## config.mk

```make
export PLATFORM = sky130hd
export DESIGN_NAME = spi_buffered_control_status
export DESIGN_NICKNAME = d
export VERILOG_FILES = /design/src/spi_pkg.sv /design/src/spi_buffered_control_status.sv
export SDC_FILE = /design/constraint.sdc
export NUM_CORES = 1
export LEC_CHECK = 0
export ABC_CLOCK_PERIOD_IN_PS = 2200
export BUFFER_PORTS_ARGS = -buffer_cell sky130_fd_sc_hd__buf_2
export CAP_MARGIN = 20
export CORE_MARGIN = 2
export CORE_UTILIZATION = 54
export CTS_CLUSTER_SIZE = 28
export DETAILED_ROUTE_END_ITERATION = 6
export HOLD_SLACK_MARGIN = 0.05
export PLACE_DENSITY_LB_ADDON = 0.2
export SYNTH_ARGS = -nofsm -noshare
export SYNTH_HDL_FRONTEND = slang
export SYNTH_SLANG_ARGS = --single-unit
```

## constraint.sdc

```tcl
create_clock -name CORE_CLK -period 2.2 [get_ports CORE_CLK]
set_input_delay 0.22 -clock CORE_CLK [delete_from_list [all_inputs] [get_ports CORE_CLK]]
set_output_delay 0.22 -clock CORE_CLK [all_outputs]
set_load 0.02 [all_outputs]
```

## src/spi_pkg.sv

```systemverilog
// Constants, field positions and state types of the buffered SPI unit
`default_nettype none

package spi_pkg;

  // ------------------------------------------------------------
  // Register offsets
  // ------------------------------------------------------------
  localparam logic [2:0] ADDR_CTRL_A = 3'h0;
  localparam logic [2:0] ADDR_CTRL_B = 3'h1;
  localparam logic [2:0] ADDR_IRQ_EN = 3'h2;
  localparam logic [2:0] ADDR_FLAGS = 3'h3;
  localparam logic [2:0] ADDR_DATA = 3'h4;

  // ------------------------------------------------------------
  // Field positions
  // ------------------------------------------------------------
  localparam int CA_ENABLE = 0;
  localparam int CA_MASTER = 5;
  localparam int CB_BUFFER_ENABLE = 7;
  localparam int CB_WAIT_FOR_RECEIVE = 6;
  localparam int CB_SLAVE_SELECT_DISABLE = 2;
  localparam int CB_MODE_LO = 0;
  localparam int IE_RX_COMPLETE = 7;
  localparam int IE_TX_COMPLETE = 6;
  localparam int IE_DATA_EMPTY = 5;
  localparam int IE_SELECT_TRIGGER = 4;
  localparam int IE_SINGLE = 0;
  localparam int FL_RX_COMPLETE = 7;
  localparam int FL_TX_COMPLETE = 6;
  localparam int FL_DATA_EMPTY = 5;
  localparam int FL_SELECT_TRIGGER = 4;
  localparam int FL_RX_OVERFLOW = 0;

  // ------------------------------------------------------------
  // Reset values and counts
  // ------------------------------------------------------------
  localparam logic [7:0] REG_RESET = 8'h00;
  localparam logic [4:0] LAST_EDGE = 5'h0f;
  localparam logic [2:0] LAST_BIT = 3'h7;
  localparam int CLK_PERIOD_NS = 20;
  localparam int SCK_HALF_NS = 80;
  localparam int SCK_HALF_CYCLES = (SCK_HALF_NS + CLK_PERIOD_NS - 1) / CLK_PERIOD_NS;

  // ------------------------------------------------------------
  // Types
  // ------------------------------------------------------------
  typedef enum logic {
    PH_IDLE = 1'b0,
    PH_SHIFT = 1'b1
  } phase_t;

  typedef struct packed {
    logic enable;
    logic master;
    logic buffer_enable;
    logic wait_for_receive;
    logic slave_select_disable;
    logic [1:0] mode;
    logic rx_complete_irq_enable;
    logic tx_complete_irq_enable;
    logic data_empty_irq_enable;
    logic select_trigger_irq_enable;
    logic single_irq_enable;
    logic rx_complete_flag;
    logic tx_complete_flag;
    logic data_empty_flag;
    logic select_trigger_flag;
    logic rx_overflow_flag;
    logic overflow_pending;
    logic done_flag;
    logic write_collision_flag;
    logic clear_armed;
    phase_t ph;
    logic [7:0] div;
    logic [4:0] edges;
    logic [2:0] bits;
    logic [7:0] sh;
    logic out;
    logic [7:0] rx_first;
    logic [7:0] rx_second;
    logic rx_first_valid;
    logic rx_second_valid;
    logic [7:0] tx_buf;
    logic tx_full;
    logic [2:0] ss_s;
    logic [2:0] sck_s;
    logic [2:0] mosi_s;
    logic [2:0] miso_s;
    logic ss_f;
    logic sck_f;
    logic mosi_f;
    logic miso_f;
    logic sck;
    logic sck_oe;
    logic mosi_oe;
    logic miso_oe;
    logic [7:0] rdata;
    logic irq;
  } state_t;

endpackage : spi_pkg

`default_nettype wire
```

## src/spi_buffered_control_status.sv

```systemverilog
// Byte-wide SPI master/slave unit with buffered and unbuffered modes
`default_nettype none

module spi_buffered_control_status #(
  parameter logic [7:0] SCK_HALF = 8'(spi_pkg::SCK_HALF_CYCLES)
) (
  input wire logic CORE_CLK,
  input wire logic RESETN,
  input wire logic [2:0] ADDR,
  input wire logic [7:0] WDATA,
  input wire logic WR,
  input wire logic RD,
  output logic [7:0] RDATA,
  output logic IRQ,
  input wire logic IRQ_ACK,
  input wire logic SCK_I,
  output logic SCK_O,
  output logic SCK_OE,
  input wire logic MOSI_I,
  output logic MOSI_O,
  output logic MOSI_OE,
  input wire logic MISO_I,
  output logic MISO_O,
  output logic MISO_OE,
  input wire logic SS_N
);

  // ------------------------------------------------------------
  // State
  // ------------------------------------------------------------
  spi_pkg::state_t s_q;
  spi_pkg::state_t s_d;
  logic done;
  logic start;

  // ------------------------------------------------------------
  // Next state
  // ------------------------------------------------------------
  always_comb begin
    logic sample;
    logic setup;
    logic leading;
    logic in_bit;
    logic direct;
    logic [7:0] byte_in;
    sample = 1'b0;
    setup = 1'b0;
    leading = 1'b0;
    in_bit = 1'b0;
    direct = 1'b0;
    byte_in = 8'h00;
    s_d = s_q;
    done = 1'b0;
    start = 1'b0;

    // Pin synchronisers, filtered once stages two and three agree
    s_d.ss_s = {s_q.ss_s[1:0], SS_N};
    s_d.sck_s = {s_q.sck_s[1:0], SCK_I};
    s_d.mosi_s = {s_q.mosi_s[1:0], MOSI_I};
    s_d.miso_s = {s_q.miso_s[1:0], MISO_I};
    if (s_q.ss_s[2] == s_q.ss_s[1]) s_d.ss_f = s_q.ss_s[2];
    if (s_q.sck_s[2] == s_q.sck_s[1]) s_d.sck_f = s_q.sck_s[2];
    if (s_q.mosi_s[2] == s_q.mosi_s[1]) s_d.mosi_f = s_q.mosi_s[2];
    if (s_q.miso_s[2] == s_q.miso_s[1]) s_d.miso_f = s_q.miso_s[2];

    // Control, enable and flag register writes
    if (WR) begin
      case (ADDR)
        spi_pkg::ADDR_CTRL_A: begin
          s_d.enable = WDATA[spi_pkg::CA_ENABLE];
          s_d.master = WDATA[spi_pkg::CA_MASTER];
        end
        spi_pkg::ADDR_CTRL_B: begin
          s_d.buffer_enable = WDATA[spi_pkg::CB_BUFFER_ENABLE];
          s_d.wait_for_receive = WDATA[spi_pkg::CB_WAIT_FOR_RECEIVE];
          s_d.slave_select_disable = WDATA[spi_pkg::CB_SLAVE_SELECT_DISABLE];
          s_d.mode = WDATA[spi_pkg::CB_MODE_LO +: 2];
        end
        spi_pkg::ADDR_IRQ_EN: begin
          s_d.rx_complete_irq_enable = WDATA[spi_pkg::IE_RX_COMPLETE];
          s_d.tx_complete_irq_enable = WDATA[spi_pkg::IE_TX_COMPLETE];
          s_d.data_empty_irq_enable = WDATA[spi_pkg::IE_DATA_EMPTY];
          s_d.select_trigger_irq_enable = WDATA[spi_pkg::IE_SELECT_TRIGGER];
          s_d.single_irq_enable = WDATA[spi_pkg::IE_SINGLE];
        end
        spi_pkg::ADDR_FLAGS: begin
          // Write-one clears in buffered mode; data empty and overflow bits ignored
          if (s_q.buffer_enable) begin
            if (WDATA[spi_pkg::FL_RX_COMPLETE]) s_d.rx_complete_flag = 1'b0;
            if (WDATA[spi_pkg::FL_TX_COMPLETE]) s_d.tx_complete_flag = 1'b0;
            if (WDATA[spi_pkg::FL_SELECT_TRIGGER]) s_d.select_trigger_flag = 1'b0;
          end
        end
        default: begin
        end
      endcase
    end

    // Two-step clear of done and collision flags
    if (RD && ADDR == spi_pkg::ADDR_FLAGS && !s_q.buffer_enable &&
        (s_q.done_flag || s_q.write_collision_flag)) begin
      s_d.clear_armed = 1'b1;
    end
    if ((WR || RD) && ADDR == spi_pkg::ADDR_DATA && s_q.clear_armed) begin
      s_d.done_flag = 1'b0;
      s_d.write_collision_flag = 1'b0;
      s_d.clear_armed = 1'b0;
    end
    if (IRQ_ACK && !s_q.buffer_enable) s_d.done_flag = 1'b0;

    // Buffered data read pops the receive pair
    if (RD && ADDR == spi_pkg::ADDR_DATA && s_q.buffer_enable) begin
      s_d.rx_second = s_q.rx_first;
      s_d.rx_second_valid = s_q.rx_first_valid;
      s_d.rx_first_valid = 1'b0;
      s_d.rx_overflow_flag = 1'b0;
      if (!s_q.rx_first_valid) s_d.rx_complete_flag = 1'b0;
    end

    // Shift engine
    // Filtered level as it settles this cycle, so a bit set up half a period ago is seen
    in_bit = s_q.master ? s_d.miso_f : s_d.mosi_f;
    unique case (s_q.ph)
      spi_pkg::PH_IDLE: begin
        s_d.div = 8'h00;
        s_d.edges = 5'h00;
        s_d.bits = 3'h0;
        if (s_q.master) s_d.sck = s_q.mode[1];
        if (s_q.enable && !s_q.master && !s_q.ss_f) start = 1'b1;
      end
      spi_pkg::PH_SHIFT: begin
        if (s_q.master) begin
          if (s_q.div == SCK_HALF - 8'h01) begin
            s_d.div = 8'h00;
            s_d.sck = ~s_q.sck;
            s_d.edges = s_q.edges + 5'h01;
            sample = (s_q.edges[0] == s_q.mode[0]);
            setup = !sample;
            if (s_q.edges == spi_pkg::LAST_EDGE) done = 1'b1;
          end else begin
            s_d.div = s_q.div + 8'h01;
          end
        end else if (s_q.ss_f) begin
          s_d.ph = spi_pkg::PH_IDLE;
        end else if (s_d.sck_f != s_q.sck_f) begin
          leading = (s_d.sck_f != s_q.mode[1]);
          sample = (leading == !s_q.mode[0]);
          setup = !sample;
          if (sample) begin
            s_d.bits = s_q.bits + 3'h1;
            if (s_q.bits == spi_pkg::LAST_BIT) done = 1'b1;
          end
        end
      end
    endcase
    if (sample) s_d.sh = {s_q.sh[6:0], in_bit};
    if (setup) s_d.out = s_q.sh[7];

    // Byte end: store received byte, refill shifter from the transmit buffer when buffered and full
    if (done) begin
      s_d.ph = spi_pkg::PH_IDLE;
      byte_in = s_d.sh;
      if (!s_q.buffer_enable) begin
        s_d.rx_second = byte_in;
        s_d.done_flag = 1'b1;
      end else begin
        if (!s_d.rx_second_valid) begin
          s_d.rx_second = byte_in;
          s_d.rx_second_valid = 1'b1;
        end else if (!s_d.rx_first_valid) begin
          s_d.rx_first = byte_in;
          s_d.rx_first_valid = 1'b1;
        end else if (s_q.tx_full) begin
          s_d.rx_overflow_flag = 1'b1;
        end else begin
          s_d.overflow_pending = 1'b1;
        end
        s_d.rx_complete_flag = 1'b1;
        if (s_q.tx_full) begin
          s_d.sh = s_q.tx_buf;
          s_d.tx_full = 1'b0;
          s_d.data_empty_flag = 1'b1;
          start = s_q.master;
        end else begin
          s_d.tx_complete_flag = 1'b1;
          s_d.data_empty_flag = 1'b1;
        end
      end
    end

    // Data register write
    if (WR && ADDR == spi_pkg::ADDR_DATA) begin
      s_d.data_empty_flag = 1'b0;
      if (!s_q.buffer_enable) begin
        if (s_q.ph == spi_pkg::PH_SHIFT) begin
          s_d.write_collision_flag = 1'b1;
        end else begin
          s_d.sh = WDATA;
          start = s_q.master;
        end
      end else begin
        direct = s_q.wait_for_receive && s_q.enable && s_q.ss_f &&
                 s_d.ph == spi_pkg::PH_IDLE && !s_d.tx_full;
        if (direct) begin
          s_d.sh = WDATA;
          start = s_q.master;
        end else if (!s_d.tx_full) begin
          s_d.tx_buf = WDATA;
          s_d.tx_full = 1'b1;
          if (s_d.ph == spi_pkg::PH_IDLE) start = s_q.master;
        end
      end
    end

    // Transfer start
    if (start && s_q.enable) begin
      s_d.ph = spi_pkg::PH_SHIFT;
      s_d.div = 8'h00;
      s_d.edges = 5'h00;
      s_d.bits = 3'h0;
      if (!s_q.mode[0]) s_d.out = s_d.sh[7];
      if (s_q.overflow_pending) begin
        s_d.rx_overflow_flag = 1'b1;
        s_d.overflow_pending = 1'b0;
      end
    end

    // Select pulled low while master
    if (s_q.enable && s_q.master && !s_q.ss_f && !s_q.slave_select_disable) begin
      s_d.master = 1'b0;
      s_d.ph = spi_pkg::PH_IDLE;
      if (s_q.buffer_enable) s_d.select_trigger_flag = 1'b1;
      else s_d.done_flag = 1'b1;
    end
    if (!s_d.enable) s_d.ph = spi_pkg::PH_IDLE;

    // Pin drivers
    s_d.sck_oe = s_d.enable && s_d.master;
    s_d.mosi_oe = s_d.enable && s_d.master;
    s_d.miso_oe = s_d.enable && !s_d.master && !s_d.ss_f;

    // Interrupt request
    if (s_d.buffer_enable) begin
      s_d.irq = (s_d.rx_complete_irq_enable && s_d.rx_complete_flag) ||
                (s_d.tx_complete_irq_enable && s_d.tx_complete_flag) ||
                (s_d.data_empty_irq_enable && s_d.data_empty_flag) ||
                (s_d.select_trigger_irq_enable && s_d.select_trigger_flag);
    end else begin
      s_d.irq = s_d.single_irq_enable && s_d.done_flag;
    end

    // Read data, one cycle after the strobe
    s_d.rdata = 8'h00;
    if (RD) begin
      case (ADDR)
        spi_pkg::ADDR_CTRL_A: begin
          s_d.rdata[spi_pkg::CA_ENABLE] = s_q.enable;
          s_d.rdata[spi_pkg::CA_MASTER] = s_q.master;
        end
        spi_pkg::ADDR_CTRL_B: begin
          s_d.rdata[spi_pkg::CB_BUFFER_ENABLE] = s_q.buffer_enable;
          s_d.rdata[spi_pkg::CB_WAIT_FOR_RECEIVE] = s_q.wait_for_receive;
          s_d.rdata[spi_pkg::CB_SLAVE_SELECT_DISABLE] = s_q.slave_select_disable;
          s_d.rdata[spi_pkg::CB_MODE_LO +: 2] = s_q.mode;
        end
        spi_pkg::ADDR_IRQ_EN: begin
          s_d.rdata[spi_pkg::IE_RX_COMPLETE] = s_q.buffer_enable && s_q.rx_complete_irq_enable;
          s_d.rdata[spi_pkg::IE_TX_COMPLETE] = s_q.buffer_enable && s_q.tx_complete_irq_enable;
          s_d.rdata[spi_pkg::IE_DATA_EMPTY] = s_q.buffer_enable && s_q.data_empty_irq_enable;
          s_d.rdata[spi_pkg::IE_SELECT_TRIGGER] = s_q.buffer_enable && s_q.select_trigger_irq_enable;
          s_d.rdata[spi_pkg::IE_SINGLE] = s_q.single_irq_enable;
        end
        spi_pkg::ADDR_FLAGS: begin
          if (s_q.buffer_enable) begin
            s_d.rdata[spi_pkg::FL_RX_COMPLETE] = s_q.rx_complete_flag;
            s_d.rdata[spi_pkg::FL_TX_COMPLETE] = s_q.tx_complete_flag;
            s_d.rdata[spi_pkg::FL_DATA_EMPTY] = s_q.data_empty_flag;
            s_d.rdata[spi_pkg::FL_SELECT_TRIGGER] = s_q.select_trigger_flag;
            s_d.rdata[spi_pkg::FL_RX_OVERFLOW] = s_q.rx_overflow_flag;
          end else begin
            s_d.rdata[spi_pkg::FL_RX_COMPLETE] = s_q.done_flag;
            s_d.rdata[spi_pkg::FL_TX_COMPLETE] = s_q.write_collision_flag;
          end
        end
        spi_pkg::ADDR_DATA: s_d.rdata = s_q.rx_second;
        default: s_d.rdata = 8'h00;
      endcase
    end
  end

  // ------------------------------------------------------------
  // State register
  // ------------------------------------------------------------
  always_ff @(posedge CORE_CLK or negedge RESETN) begin
    if (!RESETN) begin
      s_q <= '0;
      s_q.ss_s <= 3'h7;
      s_q.ss_f <= 1'b1;
    end else begin
      s_q <= s_d;
    end
  end

  // Outputs straight from the state register
  assign RDATA = s_q.rdata;
  assign IRQ = s_q.irq;
  assign SCK_O = s_q.sck;
  assign SCK_OE = s_q.sck_oe;
  assign MOSI_O = s_q.out;
  assign MOSI_OE = s_q.mosi_oe;
  assign MISO_O = s_q.out;
  assign MISO_OE = s_q.miso_oe;
endmodule : spi_buffered_control_status

`default_nettype wire

```

; Word-level counts from Yosys, hierarchy flattened
; Index checks and enable logic that the tools add are counted.
[word_totals]
reg_bits = 102
input_bits = 20
output_inout_bits = 15
word_cells = 257
[op_classes]
add_sub_neg = 3
eq_ne = 24
n_mux = 125
n_bitwise = 6
n_reduce_logical = 54
[op_table]
columns = operator, count
row1 = $mux W8, 12
row2 = $mux W1, 79
row3 = $pmux W16 S2, 1
row4 = $logic_and A1 B1 Y1, 31
row5 = $mux W3, 8
row6 = $mux W2, 11
row7 = $mux W10, 2
row8 = $mux W17, 1
row9 = $mux W5, 3
row10 = $mux W14, 1
row11 = $mux W13, 1
row12 = $ne A3 B1 Y1 const B, 4
row13 = $reduce_and A4 Y1, 3
row14 = $logic_not A1 Y1, 10
row15 = $add A8 B1 Y8 const B, 1
row16 = $eq A8 B2 Y1 const B, 1
row17 = $pmux W2 S4, 1
row18 = $eq A1 B1 Y1, 6
row19 = $eq A3 B2 Y1 const B, 2
row20 = $eq A3 B3 Y1 const B, 2
row21 = $ne A3 B2 Y1 const B, 2
row22 = $not A1 Y1, 6
row23 = $add A5 B1 Y5 const B, 1
row24 = $eq A5 B4 Y1 const B, 1
row25 = other kinds (15), 22

; Longest topological paths before layout
; Gate-level depths: netlist of the first run.
[logic_depth]
word_depth = 20
depth_mapped = 10
depth_no_buf = 9

; Worst setup path after synthesis of the first run
; OpenSTA, ideal clock, no wires.
[synth_path]
path_type = flip-flop to flip-flop
from = reg s_q[68] (netlist bit)
to = reg s_q[30] (netlist bit)
t_arrival_ps = 2293
t_required_ps = 2075
path_slack_ps = -218
stages_incl_launch_ff = 11
path_buffers = 1
cell_sequence = dfrtp_1 ha_1 and3_1 ha_1 and3_1 nand3_1 o31a_1 and2_4 o2111a_1 buf_6 mux2_4
[synth_between]
elab_chain_cells = 11
elab_cells_between_ends = 14
classes_between = 1 x eq/ne / 6 x mux / 3 x bitwise / 4 x reduce/logical
[synth_rtl]
columns = element, line_no
row1 = from (decl), spi_buffered_control_status.sv:31  ; spi_pkg::state_t s_q;
row2 = $eq A5 B4 Y1 *, spi_buffered_control_status.sv:139  ; if (s_q.edges == spi_pkg::LAST_EDGE) done = 1'b1;
row3 = $mux W1 *, spi_buffered_control_status.sv:139
row4 = $mux W1 *, spi_buffered_control_status.sv:133  ; if (s_q.div == SCK_HALF - 8'h01) begin
row5 = $mux W1 *, spi_buffered_control_status.sv:132  ; if (s_q.master) begin
row6 = $mux W1 *, spi_buffered_control_status.sv:123  ; unique case (s_q.ph)
row7 = $mux W1, spi_buffered_control_status.sv:160  ; if (done) begin
row8 = $not A1 Y1, n/a
row9 = $logic_and A1 B1 Y1, spi_buffered_control_status.sv:202  ; direct = s_q.wait_for_receive && s_q.enable && s_q.ss_f &&
row10 = $logic_and A1 B1 Y1, spi_buffered_control_status.sv:203  ; s_d.ph == spi_pkg::PH_IDLE && !s_d.tx_full;
row11 = $not A1 Y1 (no line), n/a
row12 = $reduce_and A4 Y1 (no line) *, n/a
; Mark *: on every way between the ends. The rest lies on a longest branch, timed or not.
; A chain may end at the register's enable or synchronous reset.

==> results of run 1 <==
synthesized netlist by cell type, types with 2 or more instances:
cell type,number
a21boi_0,2
a21oi_1,14
a22oi_1,4
a31oi_1,6
a32oi_1,2
and2_1,4
and3_1,9
and3b_1,2
buf_2,3
buf_4,10
clkbuf_1,17
dfrtp_1,98
dfstp_2,4
ha_1,5
inv_1,12
maj3_1,3
mux2_2,19
mux2_4,9
mux2i_1,14
nand2_1,76
nand2b_1,6
nand3_1,14
nand3b_1,2
nand4_1,8
nor2_1,24
nor2b_1,7
nor3_1,17
nor3b_1,2
nor4b_1,2
o2111ai_1,3
o211a_1,2
o211ai_1,6
o21ai_0,38
o21ai_1,2
o41ai_1,3
or3_1,2
xnor2_1,4
xor2_1,3
stage by stage:
step / power (uW) / cell area, um^2 / utilization (%)
3_5_place_dp: 3415 / 5619 / 61.99
2_1_floorplan: 2940 / 5036 / -
4_1_cts: 4818 / 5963 / 65.78
6_report: 5015 / 6264 / 69.10
5_1_grt: 5246 / 6264 / 69.10
3_3_place_gp: 3384 / 5619 / 61.99
power groups by stage:
stage | clock network, uW | registers [uW] | logic [uW]
3_3_place_gp | 0 | 2280 | 1110
5_1_grt | 1460 | 2340 | 1450
6_report | 1350 | 2320 | 1340
2_1_floorplan | 0 | 2270 | 666
4_1_cts | 1380 | 2270 | 1160
3_5_place_dp | 0 | 2290 | 1130
per-layer routing:
| metal | part of all wire [%] | vias to the layer above |
|---|---|---|
| met3 | 4.5 | 14 |
| met1 | 46 | 2007 |
| li1 | - | 1873 |
| met2 | 48 | 119 |
| met4 | 1.4 | 0 |
| met5 | 0 | - |
registers in the layout, summed over array words and instances (netlist names):
name / flops
MISO_O: 1
MISO_OE: 1
s_q: 81
SCK_O: 1
IRQ: 1
RDATA: 8
s_d: 8
MOSI_OE: 1
final timing paths:
check,to,slack [ns],cells after the start
min reg2reg,s_d[19],0.35,0
max reg2reg,s_q[63],-0.11,8
min in group asynchronous,s_q[70],0.31,2
max,s_q[63],-0.11,8
max in group asynchronous,s_d[27],1.22,3
min,s_q[60],0.09,2
cell type report:
cell class	count	area, um^2
Clock buffer	9	123.9
Sequential cell	102	2557
Fill cell	675	2801
Multi-Input combinational cell	339	2522
Inverter	12	45.04
Timing Repair Buffer	98	769.5
Tap cell	111	138.9
Clock inverter	7	106.4
worst max-delay path, cell delays in order, from the launching register on:
cell     delay, ns
dfrtp_1       0.43
maj3_2        0.36
xor2_4        0.17
buf_6         0.15
o22ai_4       0.25
buf_6         0.19
mux2i_4       0.29
a21oi_2       0.08
mux2_4        0.26
kinds of logic after synthesis:
kind of cell               Yosys count
AOI/OAI and AO/OA                   99
xor gates and xnor gates             8
adders and majority gates            9
buffers and inverters               44
DFF                                102
muxes                               42
and+or+nand+nor                    181
repair_timing:
item	CTS	global route
pin swaps	4	15
gates resized for setup	13	60
setup endpoints to repair	24	45
setup buffers	0	10
gates cloned	0	1
hold buffers	5	0
endpoints found under the hold margin	31	0
==> metrics.txt, run 1 <==
status=complete, but fails checks; failing checks=setup timing; synthesized area=4972 um^2; critical path type=reg -> reg; grt total ovfl=0; Initial Util=54.85%; pin count of the biggest net entering global routing=55; RSZ-0062 raised after global routing=true; total number of yosys warnings=0; max cap viols=0; top cell type's share of synthesized area=49.32%; H-tree depth=3; grt peak-use layer=met2; vias in the first global route=4014; main combinational cell family by area after synthesis=simple AND/OR/NAND/NOR gates; M2 GR Usage=41.27%; Routed WL=12520 um; Final Hold Viols=0; R2R Path Start=s_d[25]; top cell type by total area after synthesis=dfrtp_1; dpl cells=650; die area=9991 um^2; leakage power=0.002774 uW; Num CTS Buffers=9; CTS tree=yes; Int Power=3382 uW; PwrDens=800.6 nW/um^2; Rows=35; final routed DRC violation total=0; Num Clock Sinks=102; initial antenna violation count=0; Netlist cell types=65; xor/xnor share of the synthesized area=1.560%; hold_ws=0.09168 ns; ys flop type=dfrtp_1; Clock Pin Slew Worst Setup and Hold Paths=0.11 ns; Adder-Cell Fraction of Synth Area=2.089%; share of layout cells above drive strength 1=34.22%; Tmin final=2.310 ns; DP HPWL=8652 um; mux share of post-synthesis cell area=9.839%; clock tree buffer depth=2; die width=99.96 um; clock latency on the worst-skew pair=0.38 ns; I/O pin count=35; Critical Path Fanout Max=4; Setup crit end kind=flip-flop; setup total negative slack=-1.022 ns; FMAX=432.8 MHz; Clock power frac=27.0%; Total Routing Usage GR=25.75%; # port buffers=34; Worst IR Drop VDD=0.6135 mV; part of the Yosys area used for sequential elements=51.43%; gpl congestion=0.8735; M1 GR Usage=35.90%; switching power share of the total=32.56%; Final Max Tran Viols=0; DIE HEIGHT=99.96 um; area grow syn2layout=25.97%; element type at the critical path start=flip-flop; initial detailed-routing violation count=227; Critical Path Start=s_d[25]; Worst-Margin Slew=0.4857 ns; number of synthesized register bits=102; Vias=4013; first-pass GRT wire length=19970 um; Nets=587; worst slack, placed=-0.1146 ns; sequential power share=46.2%; wire per inst=18.46 um; HP Class=in -> reg; Worst slew margin=67.50%; Synth Area per Inst=10.25 um^2; critical path arrival=2.58 ns; EDFF count, synth=0; Psw=1633 uW; Antenna diodes=0; min setup slack post-route=-0.1105 ns; # setup viols final=18; Comb power frac=26.8%; most frequent cells in the layout=dfrtp_1 (98), nand2_1 (75), buf_4 (40), buf_2 (34), o21ai_0 (32); core area=9065 um^2; drt via density=5.919; syn nets=510; crit share post-route=105.0%; ys async rst share=100.0%; First-pass DRT Iterations=5; final std cells w/o fill=678; Syn Inst Count=485; complex-gate fraction of the synthesized area=13.14%; Routed Antenna Nets=0; clk_skew=0.01353 ns; commonest non-fill, non-tap cell in the layout=dfrtp_1; Root Driver=clkbuf_8; worst hold path startpoint=WDATA[3]; met3 Track Usage GR=4.109%; post-synthesis simple-gate area fraction=17.64%; dominant cells by area after synthesis=dfrtp_1 (49%), nand2_1 (5.7%), mux2_2 (4.3%), o21ai_0 (3.8%), mux2i_1 (2.8%); WP data required=2.47 ns
Note: power is estimated with default switching activity, not from simulation.
==> run 2, diff against run 1 <==
Settings changed: CTS_CLUSTER_DIAMETER set to 80, PLACE_DENSITY set to 0.75, PLACE_DENSITY_LB_ADDON 0.2 to not set.
==> run 2 against run 1 <==
Compared with the run above:
- the flow still finishes with violations (setup timing)
- final cell count increased by 2.2%
- clock skew increased by 0.00098 ns
- register-to-register slack about the same
- final area increased by 2.4%
- core utilization increased by 1.6 points
- sequential power about the same
- worst hold slack improved by 0.0060 ns
- critical path type unchanged
- critical endpoint is now MISO_O
==> metrics.txt, run 2 (synthesis results as in run 1) <==
status=complete, but fails checks; failing checks=setup timing; DIE HEIGHT=99.96 um (unchanged); drt via density=6.030 (+1.9%); Num CTS Buffers=9 (unchanged); Total Routing Usage GR=25.48% (-0.28 points); WP data required=2.42 ns (-0.05 ns); leakage power=0.002831 uW (+2.1%); Routed WL=12760 um (+2.0%); Setup crit end kind=flip-flop; final std cells w/o fill=693 (+2.2%); pin count of the biggest net entering global routing=51 (-7.3%); vias in the first global route=3993 (-0.52%); Clock Pin Slew Worst Setup and Hold Paths=0.11 ns (about the same); Num Clock Sinks=102 (unchanged); dpl cells=661 (+1.7%); die area=9991 um^2 (unchanged); element type at the critical path start=flip-flop; min setup slack post-route=-0.1093 ns (+0.001168 ns); gpl congestion=0.9610 (+10%); max cap viols=0 (unchanged); Worst IR Drop VDD=0.4082 mV (-33%); Worst-Margin Slew=0.6574 ns (+0.1717 ns); area grow syn2layout=28.94%; first-pass GRT wire length=19910 um (-0.31%); Routed Antenna Nets=0 (unchanged); initial detailed-routing violation count=291 (+28%); share of layout cells above drive strength 1=36.77% (+2.6 points); critical path arrival=2.53 ns (-0.05 ns); PwrDens=761.6 nW/um^2 (-4.9%); initial antenna violation count=0 (unchanged); Largest Register=s_q; I/O pin count=35 (unchanged); Tmin final=2.309 ns (-0.001168 ns); Initial Util=54.85% (unchanged); DP HPWL=8475 um (-2.0%); Root Driver=clkbuf_8; Util after Layout=70.72% (+1.6 points); Rows=35 (unchanged); wire per inst=18.42 um (-0.25%); final routed DRC violation total=0 (unchanged); die width=99.96 um (unchanged); commonest non-fill, non-tap cell in the layout=dfrtp_1; Final Max Tran Viols=0 (unchanged); # port buffers=34 (unchanged); Critical Path Fanout Max=4 (unchanged); max reg flops=81 (unchanged); RSZ-0062 raised after global routing=true; Antenna diodes=0 (unchanged); First-pass DRT Iterations=5 (unchanged); H-tree depth=3 (unchanged); clock tree buffer depth=2 (unchanged); Vias=4179 (+4.1%); grt total ovfl=0 (unchanged); Nets=602 (+2.6%); clock latency on the worst-skew pair=0.37 ns (about the same); # setup viols final=24 (+6); critical path type=reg -> reg; CTS tree=yes; crit share post-route=105.0% (about the same); hold_ws=0.09772 ns (+0.006036 ns); core area=9065 um^2 (unchanged); setup total negative slack=-1.732 ns (-0.7099 ns); FMAX=433.0 MHz (about the same); Worst slew margin=56.17% (-11 points); clk_skew=0.01451 ns (+0.0009788 ns); HP Class=in -> reg; Final Hold Viols=0 (unchanged); most frequent cells in the layout=dfrtp_1 (98), nand2_1 (69), buf_4 (55), buf_2 (33), o21ai_0 (26)
[run 2: path summary, 6_finish.rpt]
path | startpoint | to | slack, ns | cells after the start
worst min-delay path | WDATA[3] | s_q[60] | 0.1 | 2
worst max register to register | s_d[25] | MISO_O | -0.11 | 7
max in group asynchronous | RESETN | s_q[45] | 1.18 | 3
min in group asynchronous | RESETN | s_q[19] | 0.41 | 2
worst max-delay path | s_d[25] | MISO_O | -0.11 | 7
worst min register to register | s_d[27] | s_d[28] | 0.35 | 0
[run 2: cell type report]
cell class | instances | area (um^2)
Tap cell | 111 | 138.9
Clock buffer | 10 | 127.6
Clock inverter | 6 | 70.07
Timing Repair Buffer | 113 | 888.4
Fill cell | 617 | 2654
Sequential cell | 102 | 2557
Inverter | 12 | 45.04
Multi-Input combinational cell | 339 | 2584
[run 2: layer usage]
metal / up-vias / routed length, um / track usage [%]
li1: 1908 / - / -
met5: - / 0 / 0
met1: 2059 / 5529 / 36.21
met2: 172 / 6039 / 39.29
met3: 40 / 833 / 5.362
met4: 0 / 362 / 8.746
[run 2: repair_timing]
| action | CTS | global route |
|---|---|---|
| hold buffers | 5 | 0 |
| endpoints found under the hold margin | 48 | 0 |
| pin swaps | 13 | 19 |
| setup endpoints to repair | 24 | 45 |
| cloned | 0 | 1 |
| setup buffers | 6 | 7 |
| resized for setup | 20 | 71 |
[run 2: stage by stage]
step                      total power [uW]  cell area, um^2  worst slack (ns)
after CTS                             4744             6108          -0.05446
after global placement                3410             5702          -0.08081
final                                 4883             6411           -0.1093
after floorplan                       2940             5036          -0.07334
after detailed placement              3443             5702           -0.1078
after global routing                  5110             6411           -0.1598
[run 2: report_power, final]
| part | internal (uW) | switching, uW | total (uW) | leakage (uW) |
|---|---|---|---|---|
| clock network | 532 | 657 | 1190 | 0.0000891 |
| logic | 635 | 757 | 1390 | 0.00142 |
| registers | 2090 | 207 | 2300 | 0.00132 |
[run 2: critical path, stage by stage, from the launching register on]
cell	delay (ns)
dfrtp_1	0.41
maj3_2	0.36
xor2_4	0.17
buf_6	0.15
o22ai_4	0.28
mux2_4	0.34
o211ai_1	0.27
a41oi_2	0.17
==> run 3, diff against run 2 <==
Settings changed: REMOVE_ABC_BUFFERS set to 1.
==> run 3 against run 2 <==
Compared with the run above:
- the flow still finishes with violations (setup timing)
- via count is 1.1% higher
- total power increased by 0.86%
- clock skew rose by 0.0068 ns
- worst hold slack got worse by 0.014 ns
- fmax is 2.0% lower
- critical path type unchanged
==> metrics.txt, run 3 (synthesis results as in run 1) <==
Rows=35 (unchanged); Antenna diodes=0 (unchanged); reg-to-reg endpoint=s_q[34]; cell depth of the worst hold path=2 (unchanged); clock latency on the worst-skew pair=0.38 ns (about the same); Slowest cell on crit path=dfrtp_1; final routed DRC violation total=0 (unchanged); Num CTS Buffers=9 (unchanged); min setup slack post-route=-0.1576 ns (-0.04828 ns); Vias=4225 (+1.1%); status=complete, but fails checks; crit share post-route=107.2% (+2.2 points); Util after Layout=69.37% (-1.4 points); Nets=602 (unchanged); Clock Pin Slew Worst Setup and Hold Paths=0.12 ns (about the same); area grow syn2layout=26.47%; WP data required=2.46 ns (+0.04 ns); I/O pin count=35 (unchanged); initial detailed-routing violation count=298 (+2.4%); vias in the first global route=4117 (+3.1%); # setup viols final=34 (+42%); HP Class=in -> reg; share of layout cells above drive strength 1=33.85% (-2.9 points); gpl congestion=0.9809 (+2.1%); grt total ovfl=0 (unchanged); worst hold endpoint=s_q[60]; Total Power=4925 uW (+0.86%); Critical Path Fanout Max=8 (+4); Setup crit end kind=flip-flop; worst hold path startpoint=WDATA[3]; leakage power=0.002873 uW (+1.5%); drt via density=6.097 (+1.1%); clock tree buffer depth=2 (unchanged); most frequent cells in the layout=dfrtp_1 (98), nand2_1 (74), buf_4 (59), buf_2 (33), o21ai_0 (30); die width=99.96 um (unchanged); Initial Util=54.85% (unchanged); max incr delay on CP=0.42 ns (about the same); worst reg2reg path depth=10 (+3); element type at the critical path start=flip-flop; max reg flops=81 (unchanged); Num Clock Sinks=102 (unchanged); Routed WL=13220 um (+3.6%); Final Max Tran Viols=0 (unchanged); FMAX=424.2 MHz (-2.0%); Root Driver=clkbuf_8; DIE HEIGHT=99.96 um (unchanged); Filler cells=634 (+2.8%); setup total negative slack=-2.573 ns (-0.8417 ns); worst-path cell chain=ha_2 -> and3_4 -> ha_4 -> and3_4 -> nand3_4 -> o31a_1 -> and2_4 -> o2111a_1 -> buf_12 -> mux2_4; critical path type=reg -> reg; pin count of the biggest net entering global routing=43 (-16%); Worst slew margin=63.64% (+7.5 points); initial antenna violation count=0 (unchanged); wire per inst=19.08 um (+3.6%); failing checks=setup timing; Largest Register=s_q; PwrDens=783.1 nW/um^2 (+2.8%); Routed Antenna Nets=0 (unchanged); Total Routing Usage GR=25.60% (+0.12 points); R2R Setup Slk=-0.16 ns (-0.05 ns); CTS tree=yes; max cap viols=0 (unchanged); first-pass GRT wire length=20080 um (+0.87%); critical path arrival=2.62 ns (+0.09 ns); Final Hold Viols=0 (unchanged); H-tree depth=3 (unchanged); Worst IR Drop VDD=0.4693 mV (+15%); R2R Path Start=s_q[69]; Tmin final=2.358 ns (+0.04828 ns); die area=9991 um^2 (unchanged); CP most frequent cell=and3_4; # port buffers=34 (unchanged); Worst-Margin Slew=0.5454 ns (-0.1120 ns); core area=9065 um^2 (unchanged); clk_skew=0.02127 ns (+0.006756 ns); DP HPWL=8695 um (+2.6%); commonest non-fill, non-tap cell in the layout=dfrtp_1; First-pass DRT Iterations=5 (unchanged); RSZ-0062 raised after global routing=true
-- run 3: cell types whose count changed in the layout (fill, tap and decap cells not counted), moves of 2 or more --
| cell | delta |
|---|---|
| buf_6 | -4 |
| o21ai_0 | +4 |
| nand2_2 | -4 |
| nor3_1 | +9 |
| o21ai_4 | -2 |
| a21oi_1 | -2 |
| mux2_2 | -5 |
| nor3_2 | -8 |
| mux2_4 | +5 |
| a21oi_2 | +2 |
| buf_4 | +4 |
| nand2_1 | +5 |
-- run 3: power by group --
part | switching, uW | internal (uW) | total [uW]
Combinational | 737 | 699 | 1440
Sequential | 231 | 2090 | 2330
Clock | 705 | 459 | 1160
Total | 1670 | 3250 | 4920
-- run 3: repair_timing --
item / CTS / global route
cloned: 0 / 0
hold endpoints to repair: 43 / 0
buffers inserted: 7 / 6
pin swaps: 7 / 6
endpoints found under the setup margin: 37 / 45
hold buffers: 5 / 0
gates resized for setup: 26 / 47
-- run 3: per-layer routing --
layer  share of wire, %  GRT usage (%)
met5                  0              0
met4                3.1          10.75
met3                5.8          3.900
met2                 50          42.00
met1                 41          34.28
-- run 3: layout make-up --
class                           instances  area [um^2]  area share (%)
Clock buffer                           10        137.6           2.189
Sequential cell                       102         2557           40.67
Timing Repair Buffer                  113        873.3           13.89
Inverter                               12        45.04          0.7163
Clock inverter                          6        51.30          0.8158
Tap cell                              111        138.9           2.209
Multi-Input combinational cell        339         2485           39.51
-- run 3: worst max path at each step --
stage,start,to,slack [ns]
after floorplan,s_q[68],s_q[30],-0.58
after global placement,s_q[68],s_q[33],-0.12
after detailed placement,s_q[68],s_q[69],-0.17
after CTS,s_q[69],s_q[34],-0.12
after global routing,s_q[69],IRQ,-0.26
final,s_q[69],s_q[34],-0.16
-- run 3: per-stage QoR --
| stage | worst slack, ns | hold slack, ns | instances | cell area [um^2] |
|---|---|---|---|---|
| 4_1_cts | -0.1204 | 0.08589 | 688 | 6073 |
| 5_1_grt | -0.2615 | 0.09723 | 693 | 6289 |
| 3_5_place_dp | -0.1715 | 0.2400 | 660 | 5618 |
| 6_report | -0.1576 | 0.08383 | 693 | 6289 |
| 2_1_floorplan | -0.5750 | -0.07559 | 453 | 4803 |
| 3_3_place_gp | -0.1202 | 0.2342 | 660 | 5618 |
-- run 3: worst max-delay path, delay by kind of cell (launching register included) --
kind	cells	cell delay, ns
AND/OR/NAND/NOR	4	0.60
AO/OA/AOI/OAI	2	0.43
flip-flops	1	0.42
adder cells (fa/ha/maj)	2	0.35
multiplexers	1	0.30
buffers and inverters	1	0.15
